`src/design/tws_pkg.sv`:
```
// tws_pkg: shared constants and types of the two-wire sensor bus port
package tws_pkg;

  // ==========================================================
  // clock and timing
  localparam int unsigned CLK_HZ          = 50_000_000;
  localparam int unsigned SAMPLE_PERIOD_US = 228;
  localparam int unsigned SYNC_STEP_US    = 1;
  localparam int unsigned US_CYCLES       = CLK_HZ / 1_000_000;
  localparam int unsigned SAMPLE_CYCLES   = SAMPLE_PERIOD_US * US_CYCLES;
  localparam int unsigned SYNC_STEP_CYCLES = SYNC_STEP_US * US_CYCLES;
  localparam int unsigned BIT_PERIOD_US   = 8;
  localparam int unsigned BIT_CYCLES      = BIT_PERIOD_US * US_CYCLES;
  localparam int unsigned SYNC_VALID_COUNT = 7;

  // ==========================================================
  // apb register map
  localparam logic [7:0] CFG_OFFSET    = 8'h00;
  localparam logic [7:0] STATUS_OFFSET = 8'h04;
  localparam logic [7:0] TXDATA_OFFSET = 8'h08;
  localparam logic [7:0] ERRCODE_OFFSET = 8'h0c;

  // cfg field positions
  localparam int unsigned CFG_PHASE_BIT  = 0;
  localparam int unsigned CFG_SYNC_BIT   = 1;
  localparam int unsigned CFG_DISCH_BIT  = 2;
  localparam int unsigned CFG_RUN_BIT    = 3;
  localparam logic [3:0]  CFG_RESET      = 4'h0;

  // status field positions
  localparam int unsigned ST_BUSY_BIT    = 0;
  localparam int unsigned ST_ERROR_BIT   = 1;
  localparam int unsigned ST_ARMED_BIT   = 2;
  localparam int unsigned ST_DISCH_BIT   = 3;
  localparam int unsigned ST_VALID_BIT   = 4;

  // ==========================================================
  // transmitter states
  typedef enum logic [4:0] {
    TWS_IDLE  = 5'b00001,
    TWS_START = 5'b00010,
    TWS_DATA  = 5'b00100,
    TWS_STOP  = 5'b01000,
    TWS_WAIT  = 5'b10000
  } tws_tx_state_e;

endpackage : tws_pkg

```
`src/design/tws_sync_det.sv`:
```
// tws_sync_det: up-down counter validating sync pulses on the bus supply
`timescale 1ns/100ps
`default_nettype none
module tws_sync_det
  import tws_pkg::*;
#(
  parameter int unsigned STEP_CYCLES = SYNC_STEP_CYCLES
) (
  input  wire logic clk_in,
  input  wire logic arst_n_in,
  input  wire logic above_upper_in,
  input  wire logic below_lower_in,
  input  wire logic enable_in,
  input  wire logic rearm_in,
  output logic      valid_out,
  output logic      armed_out
);

  typedef struct packed {
    logic [15:0] step;
    logic [3:0]  count;
    logic        armed;
    logic        hit;
    logic        valid;
  } tws_sd_s;

  tws_sd_s st_ff;
  tws_sd_s nxt_st;

  // ==========================================================
  // counter, blanking and validation
  always_comb begin
    nxt_st       = st_ff;
    nxt_st.valid = 1'b0;
    if (st_ff.step == 16'(STEP_CYCLES - 1)) begin
      nxt_st.step = 16'h0000;
    end else begin
      nxt_st.step = st_ff.step + 16'h0001;
    end
    if (!enable_in) begin
      nxt_st.count = 4'h0;
      nxt_st.armed = 1'b1;
      nxt_st.hit   = 1'b0;
    end else if (st_ff.hit) begin
      nxt_st.valid = 1'b1;
      nxt_st.hit   = 1'b0;
      nxt_st.armed = 1'b0;
      nxt_st.count = 4'h0;
    end else if (!st_ff.armed) begin
      if (rearm_in) begin
        nxt_st.armed = 1'b1;
      end
    end else if (st_ff.step == 16'(STEP_CYCLES - 1)) begin
      if (above_upper_in) begin
        nxt_st.count = st_ff.count + 4'h1;
        if (st_ff.count + 4'h1 == 4'(SYNC_VALID_COUNT)) begin
          nxt_st.hit = 1'b1;
        end
      end else if (below_lower_in && st_ff.count != 4'h0) begin
        nxt_st.count = st_ff.count - 4'h1;
      end
    end
  end

  // state register
  always_ff @(posedge clk_in or negedge arst_n_in) begin
    if (!arst_n_in) begin
      st_ff <= '0;
    end else begin
      st_ff <= nxt_st;
    end
  end

  assign valid_out = st_ff.valid;
  assign armed_out = st_ff.armed;

endmodule : tws_sync_det
`default_nettype wire

```
`src/design/tws_manch_enc.sv`:
```
// tws_manch_enc: manchester half-bit level generator for one bit
`timescale 1ns/100ps
`default_nettype none
module tws_manch_enc
  import tws_pkg::*;
(
  input  wire logic bit_in,
  input  wire logic phase_sel_in,
  input  wire logic second_half_in,
  output logic      level_out
);

  // ==========================================================
  // level = first half opposite of final level; mid edge defines bit
  // phase clear: 1 rises, 0 falls; phase set: inverted
  always_comb begin
    level_out = second_half_in ? (bit_in ^ phase_sel_in)
                               : ~(bit_in ^ phase_sel_in);
  end

endmodule : tws_manch_enc
`default_nettype wire

```
`src/design/tws_port.sv`:
```
// tws_port: transmit and sync logic of a two-wire sensor bus port
`timescale 1ns/100ps
`default_nettype none
// Behaviour
// - phase clear: start 1,0; 0 falls, 1 rises
// - phase set: start 0,0; 0 rises, 1 falls
// - one bit sets phase and start bits
// - reset on low regulator or bus voltage
// - regulator overvoltage raises error
// - sync mode: one conversion per valid pulse
// - hold sample, transmit one period later
// - convert before run phase begins
// - async mode sends frame every 228 us
// - after error send error code repeatedly
// - sync enable selects autonomous or triggered
// - 1 us up-down counter, saturates zero
// - valid the clock after count seven
// - counter blanked after valid pulse
// - rearm after idle bit after frame
// - discharge current on valid sync pulse
// - modulation current while signalling
// - two start bits, one idle stop bit
module tws_port
  import tws_pkg::*;
#(
  parameter int unsigned DATA_BITS    = 10,
  parameter int unsigned BIT_CYC      = BIT_CYCLES,
  parameter int unsigned SAMPLE_CYC   = SAMPLE_CYCLES
) (
  input  wire logic        clk_in,
  input  wire logic        arst_n_in,
  // apb slave
  input  wire logic        psel,
  input  wire logic        penable,
  input  wire logic        pwrite,
  input  wire logic [7:0]  paddr,
  input  wire logic [31:0] pwdata,
  output logic [31:0]      prdata,
  output logic             pready,
  output logic             pslverr,
  // analog side levels
  input  wire logic        regulator_low_in,
  input  wire logic        bus_voltage_low_in,
  input  wire logic        regulator_over_in,
  input  wire logic        sync_upper_threshold_in,
  input  wire logic        sync_lower_threshold_in,
  input  wire logic [9:0]  adc_result_in,
  output logic             adc_start_out,
  output logic             modulation_current_out,
  output logic             discharge_current_out,
  output logic             frame_start_out
);

  // index width covers the data bit count
  localparam int unsigned BW = $clog2(DATA_BITS + 1);

  // port state, one register bank
  // cfg     : phase, sync, discharge and run bits
  // txdata  : last value written, never sent or read back
  // errcode : word sent instead of data after error
  // held    : conversion result waiting for its frame
  // pending : frame requested, not yet started
  // bitcnt  : cycles into the current bit
  // idx     : bit number within start or data field
  // half    : second half of the current bit
  // period  : free-running sample period timer
  // shreg   : frame data, msb leaves first
  // rdata, ready, slverr: registered bus answer
  // adc, mod, disch, fstart: output levels and pulses; rearm: detector rearm pulse
  typedef struct packed {
    logic [3:0]    cfg;
    logic [9:0]    txdata;
    logic [9:0]    errcode;
    logic [9:0]    held;
    logic          held_ok;
    logic          error;
    logic          pending;
    tws_tx_state_e tx;
    logic [15:0]   bitcnt;
    logic [BW-1:0] idx;
    logic          half;
    logic [15:0]   period;
    logic [9:0]    shreg;
    logic [31:0]   rdata;
    logic          ready;
    logic          slverr;
    logic          adc;
    logic          mod;
    logic          disch;
    logic          fstart;
    logic          rearm;
  } tws_port_s;

  // registered state and its next value
  tws_port_s st_ff;
  tws_port_s nxt_st;

  // helper nets between logic and submodules
  logic sync_valid;
  logic sync_armed;
  logic enc_level;
  logic cur_bit;
  logic pwr_fail;

  // ==========================================================
  // decode helpers
  // address match against one register offset
  function automatic logic hit_addr(input logic [7:0] a, input logic [7:0] o);
    hit_addr = (a == o);
  endfunction : hit_addr

  // start bit value: 1,0 when phase clear, 0,0 when set
  function automatic logic start_bit(input logic ph, input logic [BW-1:0] i);
    start_bit = (i == '0) ? ~ph : 1'b0;
  endfunction : start_bit

  // ==========================================================
  // sync pulse validation
  // detector only listens while sync mode and run are on
  // rearm pulse comes from the transmitter after the idle bit, or at once on a valid pulse with no sample held
  tws_sync_det u_sync (
    .clk_in         (clk_in),
    .arst_n_in      (arst_n_in),
    .above_upper_in (sync_upper_threshold_in),
    .below_lower_in (sync_lower_threshold_in),
    .enable_in      (st_ff.cfg[CFG_SYNC_BIT] & st_ff.cfg[CFG_RUN_BIT]),
    .rearm_in       (st_ff.rearm),
    .valid_out      (sync_valid),
    .armed_out      (sync_armed)
  );

  // current bit and its manchester level
  // start field takes its level from the phase bit
  always_comb begin
    if (st_ff.tx == TWS_START) begin
      cur_bit = start_bit(st_ff.cfg[CFG_PHASE_BIT], st_ff.idx);
    end else begin
      cur_bit = st_ff.shreg[DATA_BITS-1];
    end
  end

  tws_manch_enc u_enc (
    .bit_in         (cur_bit),
    .phase_sel_in   (st_ff.cfg[CFG_PHASE_BIT]),
    .second_half_in (st_ff.half),
    .level_out      (enc_level)
  );

  // supply failure clears frame state, flags and the run bit of the port
  assign pwr_fail = regulator_low_in | bus_voltage_low_in;

  // ==========================================================
  // next state
  always_comb begin
    nxt_st        = st_ff;
    nxt_st.ready  = 1'b0;
    nxt_st.slverr = 1'b0;
    nxt_st.adc    = 1'b0;
    nxt_st.fstart = 1'b0;
    nxt_st.rearm  = 1'b0;

    // apb access phase, one wait state
    // pready follows one cycle after the access phase
    // unmapped or read-only targets answer with pslverr
    // reads of unmapped addresses return zero
    if (psel && penable && !st_ff.ready) begin
      nxt_st.ready = 1'b1;
      if (pwrite) begin
        if (hit_addr(paddr, CFG_OFFSET)) begin
          nxt_st.cfg = pwdata[3:0];
        end else if (hit_addr(paddr, TXDATA_OFFSET)) begin
          nxt_st.txdata = pwdata[9:0];
        end else if (hit_addr(paddr, ERRCODE_OFFSET)) begin
          nxt_st.errcode = pwdata[9:0];
        end else begin
          nxt_st.slverr = 1'b1;
        end
      end else begin
        if (hit_addr(paddr, CFG_OFFSET)) begin
          nxt_st.rdata = {28'h0000000, st_ff.cfg};
        end else if (hit_addr(paddr, STATUS_OFFSET)) begin
          nxt_st.rdata = {27'h0000000, st_ff.held_ok, st_ff.disch,
                          sync_armed, st_ff.error,
                          (st_ff.tx != TWS_IDLE)};
        end else if (hit_addr(paddr, TXDATA_OFFSET)) begin
          nxt_st.rdata = {22'h000000, st_ff.held};
        end else if (hit_addr(paddr, ERRCODE_OFFSET)) begin
          nxt_st.rdata = {22'h000000, st_ff.errcode};
        end else begin
          nxt_st.rdata  = 32'h00000000;
          nxt_st.slverr = 1'b1;
        end
      end
    end

    // overvoltage latches the error state
    // error is sticky until the supply drops
    if (regulator_over_in) begin
      nxt_st.error = 1'b1;
    end

    // async sample timer
    // wraps every sample period in any mode
    if (st_ff.period == 16'(SAMPLE_CYC - 1)) begin
      nxt_st.period = 16'h0000;
    end else begin
      nxt_st.period = st_ff.period + 16'h0001;
    end

    // conversion trigger by mode
    if (!st_ff.cfg[CFG_SYNC_BIT]) begin
      if (st_ff.period == 16'(SAMPLE_CYC - 1)) begin
        nxt_st.adc = 1'b1;
        if (st_ff.cfg[CFG_RUN_BIT] && st_ff.held_ok) begin
          nxt_st.pending = 1'b1;
        end
      end
      nxt_st.disch = 1'b0;
    end else if (sync_valid) begin
      // each valid pulse starts one conversion
      // with no sample held yet no frame follows, so
      // the detector is rearmed at once instead
      nxt_st.adc     = 1'b1;
      nxt_st.pending = st_ff.held_ok;
      nxt_st.rearm   = ~st_ff.held_ok;
      nxt_st.disch   = st_ff.cfg[CFG_DISCH_BIT];
    end

    // conversion before run phase keeps held data defined
    if (st_ff.adc) begin
      nxt_st.held    = adc_result_in;
      nxt_st.held_ok = 1'b1;
    end

    // transmitter
    // idle -> start bits -> data bits -> idle bit
    // -> one wait cycle that rearms the detector
    case (st_ff.tx)
      TWS_IDLE: begin
        nxt_st.mod = 1'b0;
        if (st_ff.pending) begin
          nxt_st.pending = 1'b0;
          nxt_st.tx      = TWS_START;
          nxt_st.idx     = '0;
          nxt_st.half    = 1'b0;
          nxt_st.bitcnt  = 16'h0000;
          nxt_st.fstart  = 1'b1;
          // previous sample goes out; error code overrides
          nxt_st.shreg   = st_ff.error ? st_ff.errcode
                                       : st_ff.held;
        end
      end
      TWS_START, TWS_DATA: begin
        // line level lags the state by one register
        nxt_st.mod    = enc_level;
        nxt_st.bitcnt = st_ff.bitcnt + 16'h0001;
        if (st_ff.bitcnt == 16'((BIT_CYC / 2) - 1)) begin
          nxt_st.half = 1'b1;
        end
        // end of bit: next index, shift data out
        if (st_ff.bitcnt == 16'(BIT_CYC - 1)) begin
          nxt_st.bitcnt = 16'h0000;
          nxt_st.half   = 1'b0;
          nxt_st.idx    = st_ff.idx + BW'(1);
          if (st_ff.tx == TWS_DATA) begin
            nxt_st.shreg = {st_ff.shreg[8:0], 1'b0};
          end
          if (st_ff.tx == TWS_START && st_ff.idx == BW'(1)) begin
            nxt_st.tx  = TWS_DATA;
            nxt_st.idx = '0;
          end else if (st_ff.tx == TWS_DATA &&
                       st_ff.idx == BW'(DATA_BITS - 1)) begin
            nxt_st.tx = TWS_STOP;
          end
        end
      end
      TWS_STOP: begin
        // idle bit: no modulation, acts as stop bit
        nxt_st.mod    = 1'b0;
        nxt_st.bitcnt = st_ff.bitcnt + 16'h0001;
        if (st_ff.bitcnt == 16'(BIT_CYC - 1)) begin
          nxt_st.bitcnt = 16'h0000;
          nxt_st.tx     = TWS_WAIT;
        end
      end
      TWS_WAIT: begin
        // discharge ends with the frame
        nxt_st.mod   = 1'b0;
        nxt_st.disch = 1'b0;
        nxt_st.rearm = 1'b1;
        nxt_st.tx    = TWS_IDLE;
      end
      default: begin
        nxt_st.tx = TWS_IDLE;
      end
    endcase

    // supply loss drops frame state, flags and the run bit; rest of config kept
    if (pwr_fail) begin
      nxt_st.tx      = TWS_IDLE;
      nxt_st.mod     = 1'b0;
      nxt_st.disch   = 1'b0;
      nxt_st.pending = 1'b0;
      nxt_st.held_ok = 1'b0;
      nxt_st.error   = 1'b0;
      nxt_st.cfg[CFG_RUN_BIT] = 1'b0;
      // pulses are cut too so nothing leaks out
      nxt_st.fstart  = 1'b0;
      nxt_st.adc     = 1'b0;
      nxt_st.rearm   = 1'b0;
    end
  end

  // state register
  // async reset puts the port in idle, config default
  always_ff @(posedge clk_in or negedge arst_n_in) begin
    if (!arst_n_in) begin
      st_ff     <= '0;
      st_ff.cfg <= CFG_RESET;
      st_ff.tx  <= TWS_IDLE;
    end else begin
      st_ff <= nxt_st;
    end
  end

  // ==========================================================
  // outputs straight from flip-flops
  // each output is a field of the state register
  assign prdata                 = st_ff.rdata;
  assign pready                 = st_ff.ready;
  assign pslverr                = st_ff.slverr;
  assign adc_start_out          = st_ff.adc;
  assign modulation_current_out = st_ff.mod;
  assign discharge_current_out  = st_ff.disch;
  assign frame_start_out        = st_ff.fstart;

endmodule : tws_port
`default_nettype wire

```
`config.mk`:
```
export PLATFORM = sky130hd
export DESIGN_NAME = tws_port
export DESIGN_NICKNAME = d
export VERILOG_FILES = /design/src/design/tws_pkg.sv /design/src/design/tws_sync_det.sv /design/src/design/tws_manch_enc.sv /design/src/design/tws_port.sv
export SDC_FILE = /design/constraint.sdc
export NUM_CORES = 1
export LEC_CHECK = 0
export BUFFER_PORTS_ARGS = -buffer_cell sky130_fd_sc_hd__buf_2
export CAP_MARGIN = 5
export CORE_MARGIN = 3
export CORE_UTILIZATION = 52
export CTS_CLUSTER_DIAMETER = 50
export DETAILED_ROUTE_END_ITERATION = 10
export PLACE_DENSITY = 0.76
export SYNTH_ARGS = -nofsm -noshare
export SYNTH_HDL_FRONTEND = slang
export SYNTH_SLANG_ARGS = --single-unit
```
`constraint.sdc`:
```
create_clock -name clk_in -period 1.9 [get_ports clk_in]
set_input_delay 0.19 -clock clk_in [delete_from_list [all_inputs] [get_ports clk_in]]
set_output_delay 0.19 -clock clk_in [all_outputs]
set_load 0.03 [all_outputs]
```
* Word level (Yosys, flattened, before mapping)
Index checks and enable logic that the tools add are counted.
** Storage, ports and cells
- Flip-flop bits (word level) :: 129
- Output and inout bits :: 38
- Word-level logic and storage cells :: 175
** Cells by class
- Add/sub/neg operators :: 6
- Eq/ne operators :: 28
- Muxes and demuxes :: 74
- Bitwise logic cells :: 9
- Reduce and logical (&&, ||, !) cells :: 31
** Operators by type and width (number)
- two-way mux 10 bit :: 11
- adder 16 x 1 -> 16 bit, second input constant :: 3
- two-way mux 24 bit :: 2
- one-hot mux 16 bit (3 select lines) :: 1
- two-way mux 1 bit :: 37
- two-way mux 16 bit :: 2
- two-way mux 27 bit :: 1
- two-way mux 26 bit :: 1
- two-way mux 4 bit :: 6
- two-way mux 21 bit :: 1
- two-way mux 20 bit :: 1
- one-hot mux 10 bit (2 select lines) :: 1
- inequality test 3 bit, second input constant :: 6
- == test 16 x 14 -> 1 bit, second input constant :: 1
- == test 16 x 6 -> 1 bit, second input constant :: 1
- == test 16 x 8 -> 1 bit, second input constant :: 1
- == test 16 x 9 -> 1 bit, second input constant :: 1
- == test 8 x 4 -> 1 bit, second input constant :: 2
- two-way mux 5 bit :: 3
- one-hot mux 5 bit (3 select lines) :: 1
- AND reduction 3 bit :: 5
- two-way mux 6 bit :: 2
- AND reduction 4 bit :: 3
- nonzero test 2 bit :: 6
- other kinds (33) :: 49

* Depth between registers and ports, before layout
Gate-level depths: netlist (run 1).
- Word-level depth :: 8
- Depth in mapped cells :: 8
- Mapped depth without buffers :: 7

* Hierarchy
From an unflattened synthesis (run 1), not the netlist that was laid out.
** Second synthesis, totals
- Cells, all modules :: 597
- Area, all modules :: 6178.4 um^2
** By module, submodules not included
- tws_port :: times used 1, cells each 490, area an instance 5013.6 um^2, seq. area each 2403.6 um^2
- tws_sync_det :: times used 1, cells each 106, area an instance 1142.3 um^2, seq. area each 575.6 um^2
- tws_manch_enc :: times used 1, cells each 1, area an instance 22.5 um^2, seq. area each 0.0 um^2

* Worst setup path before layout (run 1)
Ideal clock, no wire load.
- Path kind :: flip-flop to flip-flop
- Start point :: reg st_ff[86] (netlist bit)
- End point :: reg st_ff (netlist bit prdata[0])
- Library setup time :: 0.117 ns
- Data arrival time :: 1.987 ns
- Data required time :: 1.783 ns
- Slack :: -0.204 ns
- Cell stages (with the launch flop) :: 7
- Clock period less this slack :: 2.104 ns
- Cell sequence :: dfstp_2 > buf_2 > or4b_4 > or2_4 > mux4_1 > nand3_1 > nand2_1
** On the way
- Longest elaborated chain between the ends :: 3
** Ends and longest elaborated chain
- start: declaration :: RTL line tws_port.sv:95 : tws_port_s st_ff;
- start signal: assignment :: RTL line tws_port.sv:322 : st_ff <= nxt_st;
- inequality test 5 x 1 -> 1 bit :: RTL line tws_port.sv:184 : (st_ff.tx != TWS_IDLE)};
- two-way mux 10 bit :: RTL line tws_port.sv:181 : end else if (hit_addr(paddr, STATUS_OFFSET)) begin
- two-way mux 10 bit :: RTL line tws_port.sv:179 : if (hit_addr(paddr, CFG_OFFSET)) begin
Every way passes these cells.
A chain may end at the register's enable or synchronous reset.

* Worst setup path in the final report (run 1)
- Start point :: reg st_ff[88] (netlist bit)
- End point :: reg st_ff (netlist bit prdata[0])
The elaborated chain is that of the path after synthesis.

==> impl_metrics.env, run 1 <==
export IMPL_slowest_delay_ns=0.56
export IMPL_die_area_mm2=0.0133
export IMPL_slew_viol_final=0
export IMPL_path_cells="or4b_4 -> or2_4 -> mux4_2 -> nand3_2 -> nand2_1"
export IMPL_fill_cells=819
export IMPL_clkPwrFrac_pct=52.3
export IMPL_worst_ir_drop_vdd_mv=0.675
export IMPL_dieWidth_um=115
export IMPL_hpwl_um=9830
export IMPL_synth_cell_type_count=67
export IMPL_hold_viol_final=0
export IMPL_syn_instance_count=607
export IMPL_synth_top_cell_area_share_pct=47.4
export IMPL_drt_wl_total_um=14700
export IMPL_syn_area_mm2=0.00623
export IMPL_drc=0
export IMPL_cts_tree="yes"
export IMPL_via_count=4963
export IMPL_cts_buffers=17
export IMPL_cts_sinks=119
export IMPL_synth_area_leaders="dfrtp_1 47%, mux2_2 4.3%, nand2_1 3.9%"
export IMPL_initial_utilization_pct=53.8
export IMPL_cp_arrival_ns=2.29
export IMPL_die_h_um=115
export IMPL_track_usage_pct=22.5
export IMPL_pre_cts_ws_ns=-0.201
export IMPL_maxCapViolations=0
export IMPL_insertion_delay_ns=0.43
export IMPL_internal_power_mw=4.62
export IMPL_gp_congestion=0.866
export IMPL_period_share_pct=104
export IMPL_worstMarginPinSlew_ns=0.643
export IMPL_area_growth_pct=29.5
export IMPL_grt_pass1_wl_um=23400
export IMPL_netSwitchingFraction_pct=23.0
export IMPL_synth_main_ff_cell="dfrtp_1"
export IMPL_crit_start="st_ff[88]"
export IMPL_leakage_nw=3.85
export IMPL_violations="setup timing"
export IMPL_cts_root_buf="clkbuf_16"
export IMPL_power_density_mw_per_mm2=744
export IMPL_finalCriticalPeriod_ns=1.98
export IMPL_p_sw_mw=1.38
export IMPL_worstHoldPathType="primary input to flip-flop"
export IMPL_final_nets=810
export IMPL_core_region_area_mm2=0.0116
export IMPL_async_flop_share_pct=100
export IMPL_avgRoutedWirePerCell_um=16.4
export IMPL_drive_gt1_share_pct=32.4
export IMPL_rsz0062_at_grt="true"
export IMPL_htree_levels=4
export IMPL_drt_iter0_drc=383
export IMPL_slew_headroom_pct=57.1
export IMPL_antenna_found_initial=0
export IMPL_max_freq_mhz=506
export IMPL_cp_slowest_cell="or4b_4"
export IMPL_p_total_mw=6.00
export IMPL_r2r_start="st_ff[88]"
export IMPL_path_class="flip-flop to flip-flop"
export IMPL_port_buffers=53
export IMPL_synth_edff_count=0
export IMPL_synth_top_area_cell="dfrtp_1"
export IMPL_p_seq_share_pct=42.8
export IMPL_p_comb_share_pct=4.9
export IMPL_antenna_cells=0
export IMPL_clock_path_buffers=2
export IMPL_seq_area_mm2=0.00298
export IMPL_firstDrtPassIters=5
export IMPL_viasPerCell=5.54
export IMPL_start_kind="flip-flop"
export IMPL_antenna_left=0
export IMPL_skew_ns=0.00851
export IMPL_status="finished with violations"
export IMPL_end_kind="flip-flop"
export IMPL_ioPinCount=98
export IMPL_seq_area_frac_synth_pct=47.8
export IMPL_multiInputGateArea_mm2=0.00316
export IMPL_grt_max_degree=39
export IMPL_clk_pin_slew_ns=0.06
export IMPL_grt_pass1_vias=5028
export IMPL_grt_overflow_total=0
export IMPL_yosys_warnings=0
export IMPL_setup_ws_ns=-0.0756
export IMPL_worstHoldStart="adc_result_in[1]"
export IMPL_syn_area_per_cell_um2=10.3
export IMPL_ys_seq_elements=119
export IMPL_setup_viol=6
export IMPL_row_count=39
export IMPL_worst_path_max_fanout=6
export IMPL_required_ns=2.22
[registers in the layout, summed over array words and instances (netlist names)]
signal                  cells
pready                      1
pslverr                     1
u_sync.armed_out            1
adc_start_out               1
prdata                     10
discharge_current_out       1
u_sync.st_ff               21
frame_start_out             1
st_ff                      80
u_sync.valid_out            1
modulation_current_out      1
[per-stage QoR]
step	setup TNS, ns	util [%]	std cells	instance area (um^2)	hold WS (ns)
after global placement	-0.412	60.5	841	7000	0.178
after detailed placement	-0.683	60.5	841	7000	0.178
after floorplan	-0.104	-	628	6310	-0.106
after CTS	-0.0946	67.2	885	7770	0.000782
final	-0.127	69.7	896	8060	0.00823
after global routing	-0.941	69.7	896	8060	0.00353
[per-layer routing]
metal	GRT usage (%)	wire length [um]
met5	0	0
met4	9.94	293
met3	6.53	702
met2	38.2	7500
met1	26.5	6220
[placed cells by master (no fill, tap or decap), drive strengths merged, types with 4 or more instances in the layout]
master / Yosys / routed
a21oi: 14 / 14
a31oi: 5 / 5
and3: 8 / 8
and4: 8 / 8
buf: 42 / 135
clkbuf: 14 / 23
clkinv: 0 / 7
conb: 1 / 22
dfrtp: 118 / 118
dlygate4sd3: 0 / 12
ha: 10 / 10
inv: 12 / 14
mux2: 25 / 25
mux2i: 24 / 24
mux4: 4 / 4
nand2: 66 / 66
nand3: 28 / 28
nand3b: 5 / 5
nand4: 13 / 13
nor2: 50 / 50
nor3: 12 / 12
nor4: 9 / 9
o211ai: 4 / 4
o21ai: 35 / 35
or2: 6 / 6
or3: 5 / 5
xnor2: 22 / 22
xor2: 18 / 18
[final cells by class]
class | count | share of cell area (%)
Clock buffer | 21 | 5.59
Clock inverter | 11 | 1.54
Inverter | 12 | 0.559
Multi-Input combinational cell | 441 | 39.2
Sequential cell | 119 | 37.0
Tap cell | 143 | 2.22
Timing Repair Buffer | 149 | 13.9
[power groups by stage]
stage / Sequential (mW) / Clock, mW / Combinational [mW]
after CTS: 2.57 / 3.17 / 0.286
after floorplan: 2.61 / 0 / 0.173
after detailed placement: 2.61 / 0 / 0.267
final: 2.57 / 3.14 / 0.292
after global routing: 2.57 / 3.30 / 0.321
after global placement: 2.61 / 0 / 0.263
[worst max-delay path: cells and delay by family (launching register included)]
kind / cells / cell delay [ns]
flops: 1 / 0.45
mux: 1 / 0.46
simple gates: 4 / 0.96
[worst paths after layout]
path	to	slack, ns	cells after the start
hold reg to reg	prdata[1]	0.47	2
setup / recovery	prdata[0]	-0.08	5
max in group asynchronous	st_ff[86]	1.01	3
min in group asynchronous	pslverr	0.28	2
setup reg to reg	prdata[0]	-0.08	5
hold / removal	st_ff[95]	0.008	2
[what timing repair did]
action                                  CTS  global route
hold buffers                             11             1
pin swaps                                 2            12
gates resized for setup                  21            46
hold endpoints to repair                 41             1
endpoints found under the setup margin   21            37
gates cloned                              0             2
setup buffers                             1             8
[cell usage after synthesis (3+ instances only)]
cell type	count
a2111oi_0	3
a21o_1	3
a21oi_1	14
a31oi_1	5
and3_1	8
and4_1	8
buf_2	7
buf_4	32
clkbuf_1	14
dfrtp_1	118
ha_1	10
inv_1	12
mux2_2	24
mux2i_1	24
mux4_2	3
nand2_1	65
nand2b_1	3
nand3_1	28
nand3b_1	5
nand4_1	13
nor2_1	50
nor2b_1	3
nor3_1	9
nor3b_1	3
nor4_1	8
o211ai_1	3
o21ai_0	35
or2_2	5
or3_1	5
xnor2_1	22
xor2_1	18
[kinds of logic after synthesis]
family / after synthesis / share of synthesized area [%]
and+or+nand+nor: 235 / 20.1
DFF: 119 / 47.8
AOI/OAI and AO/OA: 81 / 8.22
buffers and inverters: 68 / 6.29
muxes: 53 / 9.89
xor gates and xnor gates: 40 / 5.63
adders and majority gates: 10 / 2.01
other: 1 / 0.0602
(Power assumes the default switching activity.)
==> run 2, diff against run 1 <==
--- a/config.mk
+++ b/config.mk
@@ -12,4 +12,5 @@
 export CTS_CLUSTER_DIAMETER = 50
 export DETAILED_ROUTE_END_ITERATION = 10
+export GPL_ROUTABILITY_DRIVEN = 0
 export PLACE_DENSITY = 0.76
 export SYNTH_ARGS = -nofsm -noshare
==> constraint.sdc (replaced) <==
create_clock -name clk_in -period 1.9 [get_ports clk_in]
set_input_delay 0.57 -clock clk_in [delete_from_list [all_inputs] [get_ports clk_in]]
set_output_delay 0.57 -clock clk_in [all_outputs]
set_load 0.03 [all_outputs]
==> impl_metrics.env, run 2 (synthesis gave the netlist of run 1 again) <==
export IMPL_r2r_start="st_ff[88]"
export IMPL_top_register="st_ff"
export IMPL_insertion_delay_ns=0.42
export IMPL_grt_overflow_total=0
export IMPL_worstMarginPinSlew_ns=0.612
export IMPL_ctsHoldBuffers=0
export IMPL_status="finished with violations"
export IMPL_path_class="flip-flop to flip-flop"
export IMPL_required_ns=2.19
export IMPL_skew_ns=0.00596
export IMPL_p_comb_share_pct=4.6
export IMPL_p_seq_share_pct=42.9
export IMPL_worstHoldPathType="primary input to asynchronous set/reset pin"
export IMPL_clk_pin_slew_ns=0.05
export IMPL_avgRoutedWirePerCell_um=16.4
export IMPL_layout_common_cells="115 x dfrtp_1, 75 x buf_4, 64 x nand2_1, 52 x buf_2, 47 x nor2_1"
export IMPL_drive_gt1_share_pct=33.2
export IMPL_post_route_util_pct=68.2
export IMPL_track_usage_pct=22.2
export IMPL_largest_reg_flops=80
export IMPL_max_freq_mhz=506
export IMPL_start_kind="flip-flop"
export IMPL_drt_wl_total_um=14400
export IMPL_p_total_mw=5.99
export IMPL_viasPerCell=5.66
export IMPL_cts_buffers=17
export IMPL_fill_cells=841
export IMPL_drc=0
export IMPL_grt_pass1_vias=4983
export IMPL_via_count=4962
export IMPL_die_h_um=115
export IMPL_setup_ws_ns=-0.0753
export IMPL_seq_area_mm2=0.00298
export IMPL_initial_utilization_pct=53.8
export IMPL_hold_slack_ns=0.0505
export IMPL_endpoint="modulation_current_out"
export IMPL_rrSetupSlack_ns=-0.08
export IMPL_ioPinCount=98
export IMPL_maxCapViolations=0
export IMPL_worst_ir_drop_vdd_mv=0.702
export IMPL_pre_cts_ws_ns=-0.314
export IMPL_htree_levels=4
export IMPL_drt_iter0_drc=322
export IMPL_slew_headroom_pct=59.2
export IMPL_antenna_left=0
export IMPL_cp_arrival_ns=2.27
export IMPL_hold_viol_final=0
export IMPL_worst_path_max_fanout=8
export IMPL_clkPwrFrac_pct=52.5
export IMPL_mostFrequentLayoutCell="dfrtp_1"
export IMPL_cts_tree="yes"
export IMPL_dieWidth_um=115
export IMPL_end_kind="flip-flop"
export IMPL_area_growth_pct=26.7
export IMPL_leakage_nw=3.73
export IMPL_finalCriticalPeriod_ns=1.98
export IMPL_slew_viol_final=0
export IMPL_grt_max_degree=44
export IMPL_cts_root_buf="clkbuf_16"
export IMPL_crit_start="st_ff[88]"
export IMPL_netSwitchingFraction_pct=21.8
export IMPL_final_nets=793
export IMPL_antenna_found_initial=0
export IMPL_setup_viol=4
export IMPL_clock_path_buffers=2
export IMPL_multiInputGateArea_mm2=0.00318
export IMPL_p_sw_mw=1.30
export IMPL_dp_cells=836
export IMPL_cts_sinks=119
export IMPL_stdcell_count=877
export IMPL_rr_worst_depth=6
export IMPL_rr_endpoint="modulation_current_out"
export IMPL_grt_pass1_wl_um=23300
export IMPL_firstDrtPassIters=4
export IMPL_core_region_area_mm2=0.0116
export IMPL_violations="setup timing"
export IMPL_power_density_mw_per_mm2=759
export IMPL_internal_power_mw=4.69
export IMPL_antenna_cells=0
export IMPL_port_buffers=53
export IMPL_rsz0062_at_grt="true"
export IMPL_die_area_mm2=0.0133
export IMPL_period_share_pct=104
export IMPL_hpwl_um=9660
export IMPL_row_count=39
==> run 2: repair_timing <==
item                       4_1_cts  5_1_grt
pin swaps                        4       13
gates resized for setup         26       29
buffers inserted                 4        9
setup endpoints to repair       33       33
==> run 2: per-stage QoR <==
| stage | area (um^2) | TNS, ns |
|---|---|---|
| final | 7890 | -0.227 |
| after global routing | 7890 | -0.817 |
| after CTS | 7660 | -0.149 |
| after detailed placement | 6960 | -8.58 |
| after global placement | 6960 | -6.87 |
| after floorplan | 6320 | -4.25 |
==> run 2: area by class of cell <==
class                   instances  share of cell area, %
flip-flops and latches        119                   37.8
clock inverters                 8                   1.24
multi-input cells             441                   40.4
repair buffers                132                   11.6
inverters                      12                  0.571
well taps                     143                   2.27
clock buffers                  22                   6.14
==> run 2: worst max-delay path: stages, from the launching register on <==
cell	delay, ns
dfrtp_2	0.47
or4b_4	0.54
or2_4	0.28
buf_6	0.13
and3_4	0.15
nor4b_4	0.12
nand3b_1	0.17
==> run 2: worst min-delay path by stage <==
stage | startpoint | slack [ns] | to
floorplan | arst_n_in | 0.27 | adc_start_out
global placement | prdata[2] | 0.44 | prdata[2]
finish | arst_n_in | 0.05 | st_ff[50]
CTS | arst_n_in | 0.05 | st_ff[62]
detailed placement | prdata[3] | 0.45 | prdata[3]
global route | arst_n_in | 0.06 | st_ff[50]
==> run 2: power groups by stage <==
stage | clock network (mW) | registers [mW] | logic (mW)
6_report | 3.14 | 2.57 | 0.273
5_1_grt | 3.31 | 2.57 | 0.300
3_5_place_dp | 0 | 2.61 | 0.269
4_1_cts | 3.19 | 2.57 | 0.273
3_3_place_gp | 0 | 2.61 | 0.265
2_1_floorplan | 0 | 2.61 | 0.174
==> run 2: routing by layer <==
metal | part of all wire, % | vias to the layer above | routed length [um] | track usage (%)
met5 | 0 | - | 0 | 0
met4 | 1.9 | 0 | 279 | 8.29
met2 | 51 | 123 | 7360 | 37.3
met3 | 4.6 | 30 | 667 | 6.74
li1 | - | 2331 | - | -
met1 | 42 | 2478 | 6120 | 27.0
==> run 3, diff against run 2 <==
CORE_MARGIN = 10   (was 3)
==> impl_metrics.env, run 3 (synthesis gave the netlist of run 1 again) <==
export IMPL_die_h_um=129
export IMPL_required_ns=2.21
export IMPL_port_buffers=53
export IMPL_dieWidth_um=129
export IMPL_largest_reg_flops=80
export IMPL_cts_buffers=17
export IMPL_initial_utilization_pct=53.8
export IMPL_grt_pass1_wl_um=23800
export IMPL_die_area_mm2=0.0167
export IMPL_grt_pass1_vias=5121
export IMPL_grt_max_degree=47
export IMPL_core_region_area_mm2=0.0116
export IMPL_hpwl_um=10200
export IMPL_slew_viol_final=0
export IMPL_maxCapViolations=0
export IMPL_antenna_found_initial=0
export IMPL_skew_ns=0.00394
export IMPL_rsz0062_at_grt="true"
export IMPL_violations="setup timing"
export IMPL_drive_gt1_share_pct=32.9
export IMPL_finalCriticalPeriod_ns=1.95
export IMPL_end_kind="flip-flop"
export IMPL_top_register="st_ff"
export IMPL_leakage_nw=3.77
export IMPL_area_growth_pct=27.9
export IMPL_fill_cells=770
export IMPL_slew_headroom_pct=59.4
export IMPL_drc=0
export IMPL_stdcell_area_mm2=0.00796
export IMPL_final_nets=795
export IMPL_power_density_mw_per_mm2=802
export IMPL_antenna_left=0
export IMPL_row_count=39
export IMPL_drt_wl_total_um=14700
export IMPL_period_share_pct=102
export IMPL_via_count=4971
export IMPL_worstHoldPathType="primary input to flip-flop"
export IMPL_track_usage_pct=17.5
export IMPL_tns_ns=-0.0916
export IMPL_setup_ws_ns=-0.0468
export IMPL_ioPinCount=98
export IMPL_layout_common_cells="117 x dfrtp_1, 75 x buf_4, 64 x nand2_1, 52 x buf_2, 48 x nor2_1"
export IMPL_antenna_cells=0
export IMPL_firstDrtPassIters=5
export IMPL_htree_levels=4
export IMPL_hold_viol_final=0
export IMPL_clock_path_buffers=2
export IMPL_avgRoutedWirePerCell_um=16.6
export IMPL_viasPerCell=5.64
export IMPL_cp_arrival_ns=2.26
export IMPL_cts_tree="yes"
export IMPL_start_kind="flip-flop"
export IMPL_grt_overflow_total=0
export IMPL_cts_root_buf="clkbuf_16"
export IMPL_status="finished with violations"
export IMPL_max_freq_mhz=514
export IMPL_worst_path_max_fanout=4
export IMPL_p_total_mw=6.39
export IMPL_cts_sinks=119
export IMPL_path_class="flip-flop to flip-flop"
export IMPL_drt_iter0_drc=265
export IMPL_hold_slack_ns=0.382
export IMPL_post_route_util_pct=68.9
export IMPL_worstMarginPinSlew_ns=0.609
export IMPL_setup_viol=5
export IMPL_insertion_delay_ns=0.42
export IMPL_detailed_place_area_mm2=0.00698
export IMPL_worst_ir_drop_vdd_mv=0.622
export IMPL_mostFrequentLayoutCell="dfrtp_1"
export IMPL_clk_pin_slew_ns=0.06
-- run 3: cell types whose count changed in the layout (fill, tap and decap cells not counted), moves of 2 or more --
cell and delta:
buf_6 +2, bufinv_16 +3, clkbuf_8 -2, clkinv_2 -2, dfrtp_1 +2, dfrtp_2 -2, nor2_4 -2, nor4_1 -2
o21ai_0 -2, o21ai_1 +2
-- run 3: report_power, final --
part / internal, mW / switching, mW / leakage, nW
sequential: 2.55 / 0.0165 / 1.62
combinational: 0.0915 / 0.186 / 1.85
clock: 2.40 / 1.14 / 0.310
total: 5.04 / 1.35 / 3.77
-- run 3: cell type report --
class                      instances  area (um^2)  area share [%]
clock buffer                      21          460            5.78
clock inverter                    11          195            2.45
inverter                          12         45.0           0.566
multi-input combinational        441         3180            39.9
sequential                       119         2980            37.4
tap                              143          179            2.25
timing repair buffer             134          927            11.6
-- run 3: layer usage --
metal,up-vias,GRT usage [%],part of all wire [%]
met1,2477,19.9,40
met3,28,4.98,6.3
met5,-,0,0
met2,131,30.5,51
met4,0,7.47,1.9
li1,2335,-,-
-- run 3: timing repair --
item,in CTS,in global routing
buffers inserted,3,7
gates cloned,0,0
hold buffers,1,0
pin swaps,2,12
endpoints found under the hold margin,6,0
setup endpoints to repair,36,36
gates resized for setup,30,26
-- run 3: stage by stage --
| step | instances | setup WS (ns) |
|---|---|---|
| after floorplan | 628 | -0.367 |
| after detailed placement | 839 | -0.347 |
| after global routing | 881 | -0.115 |
| after CTS | 874 | -0.0424 |
| after global placement | 839 | -0.304 |
| final | 881 | -0.0468 |
-- run 3: worst paths after layout --
path | from | end | slack [ns] | depth (start not counted)
max | st_ff[87] | prdata[0] | -0.05 | 5
min | pwdata[6] | st_ff[110] | 0.38 | 2
max reg2reg | st_ff[87] | prdata[0] | -0.05 | 5
min reg2reg | prdata[2] | prdata[2] | 0.46 | 2
max in group asynchronous | arst_n_in | st_ff[108] | 0.81 | 3
min in group asynchronous | arst_n_in | st_ff[51] | 0.51 | 2
-- run 3: critical path, stage by stage (launching register included) --
cell	delay, ns
dfrtp_1	0.43
or4b_4	0.56
or2_4	0.26
mux4_2	0.45
nand3_1	0.09
nand2_1	0.05
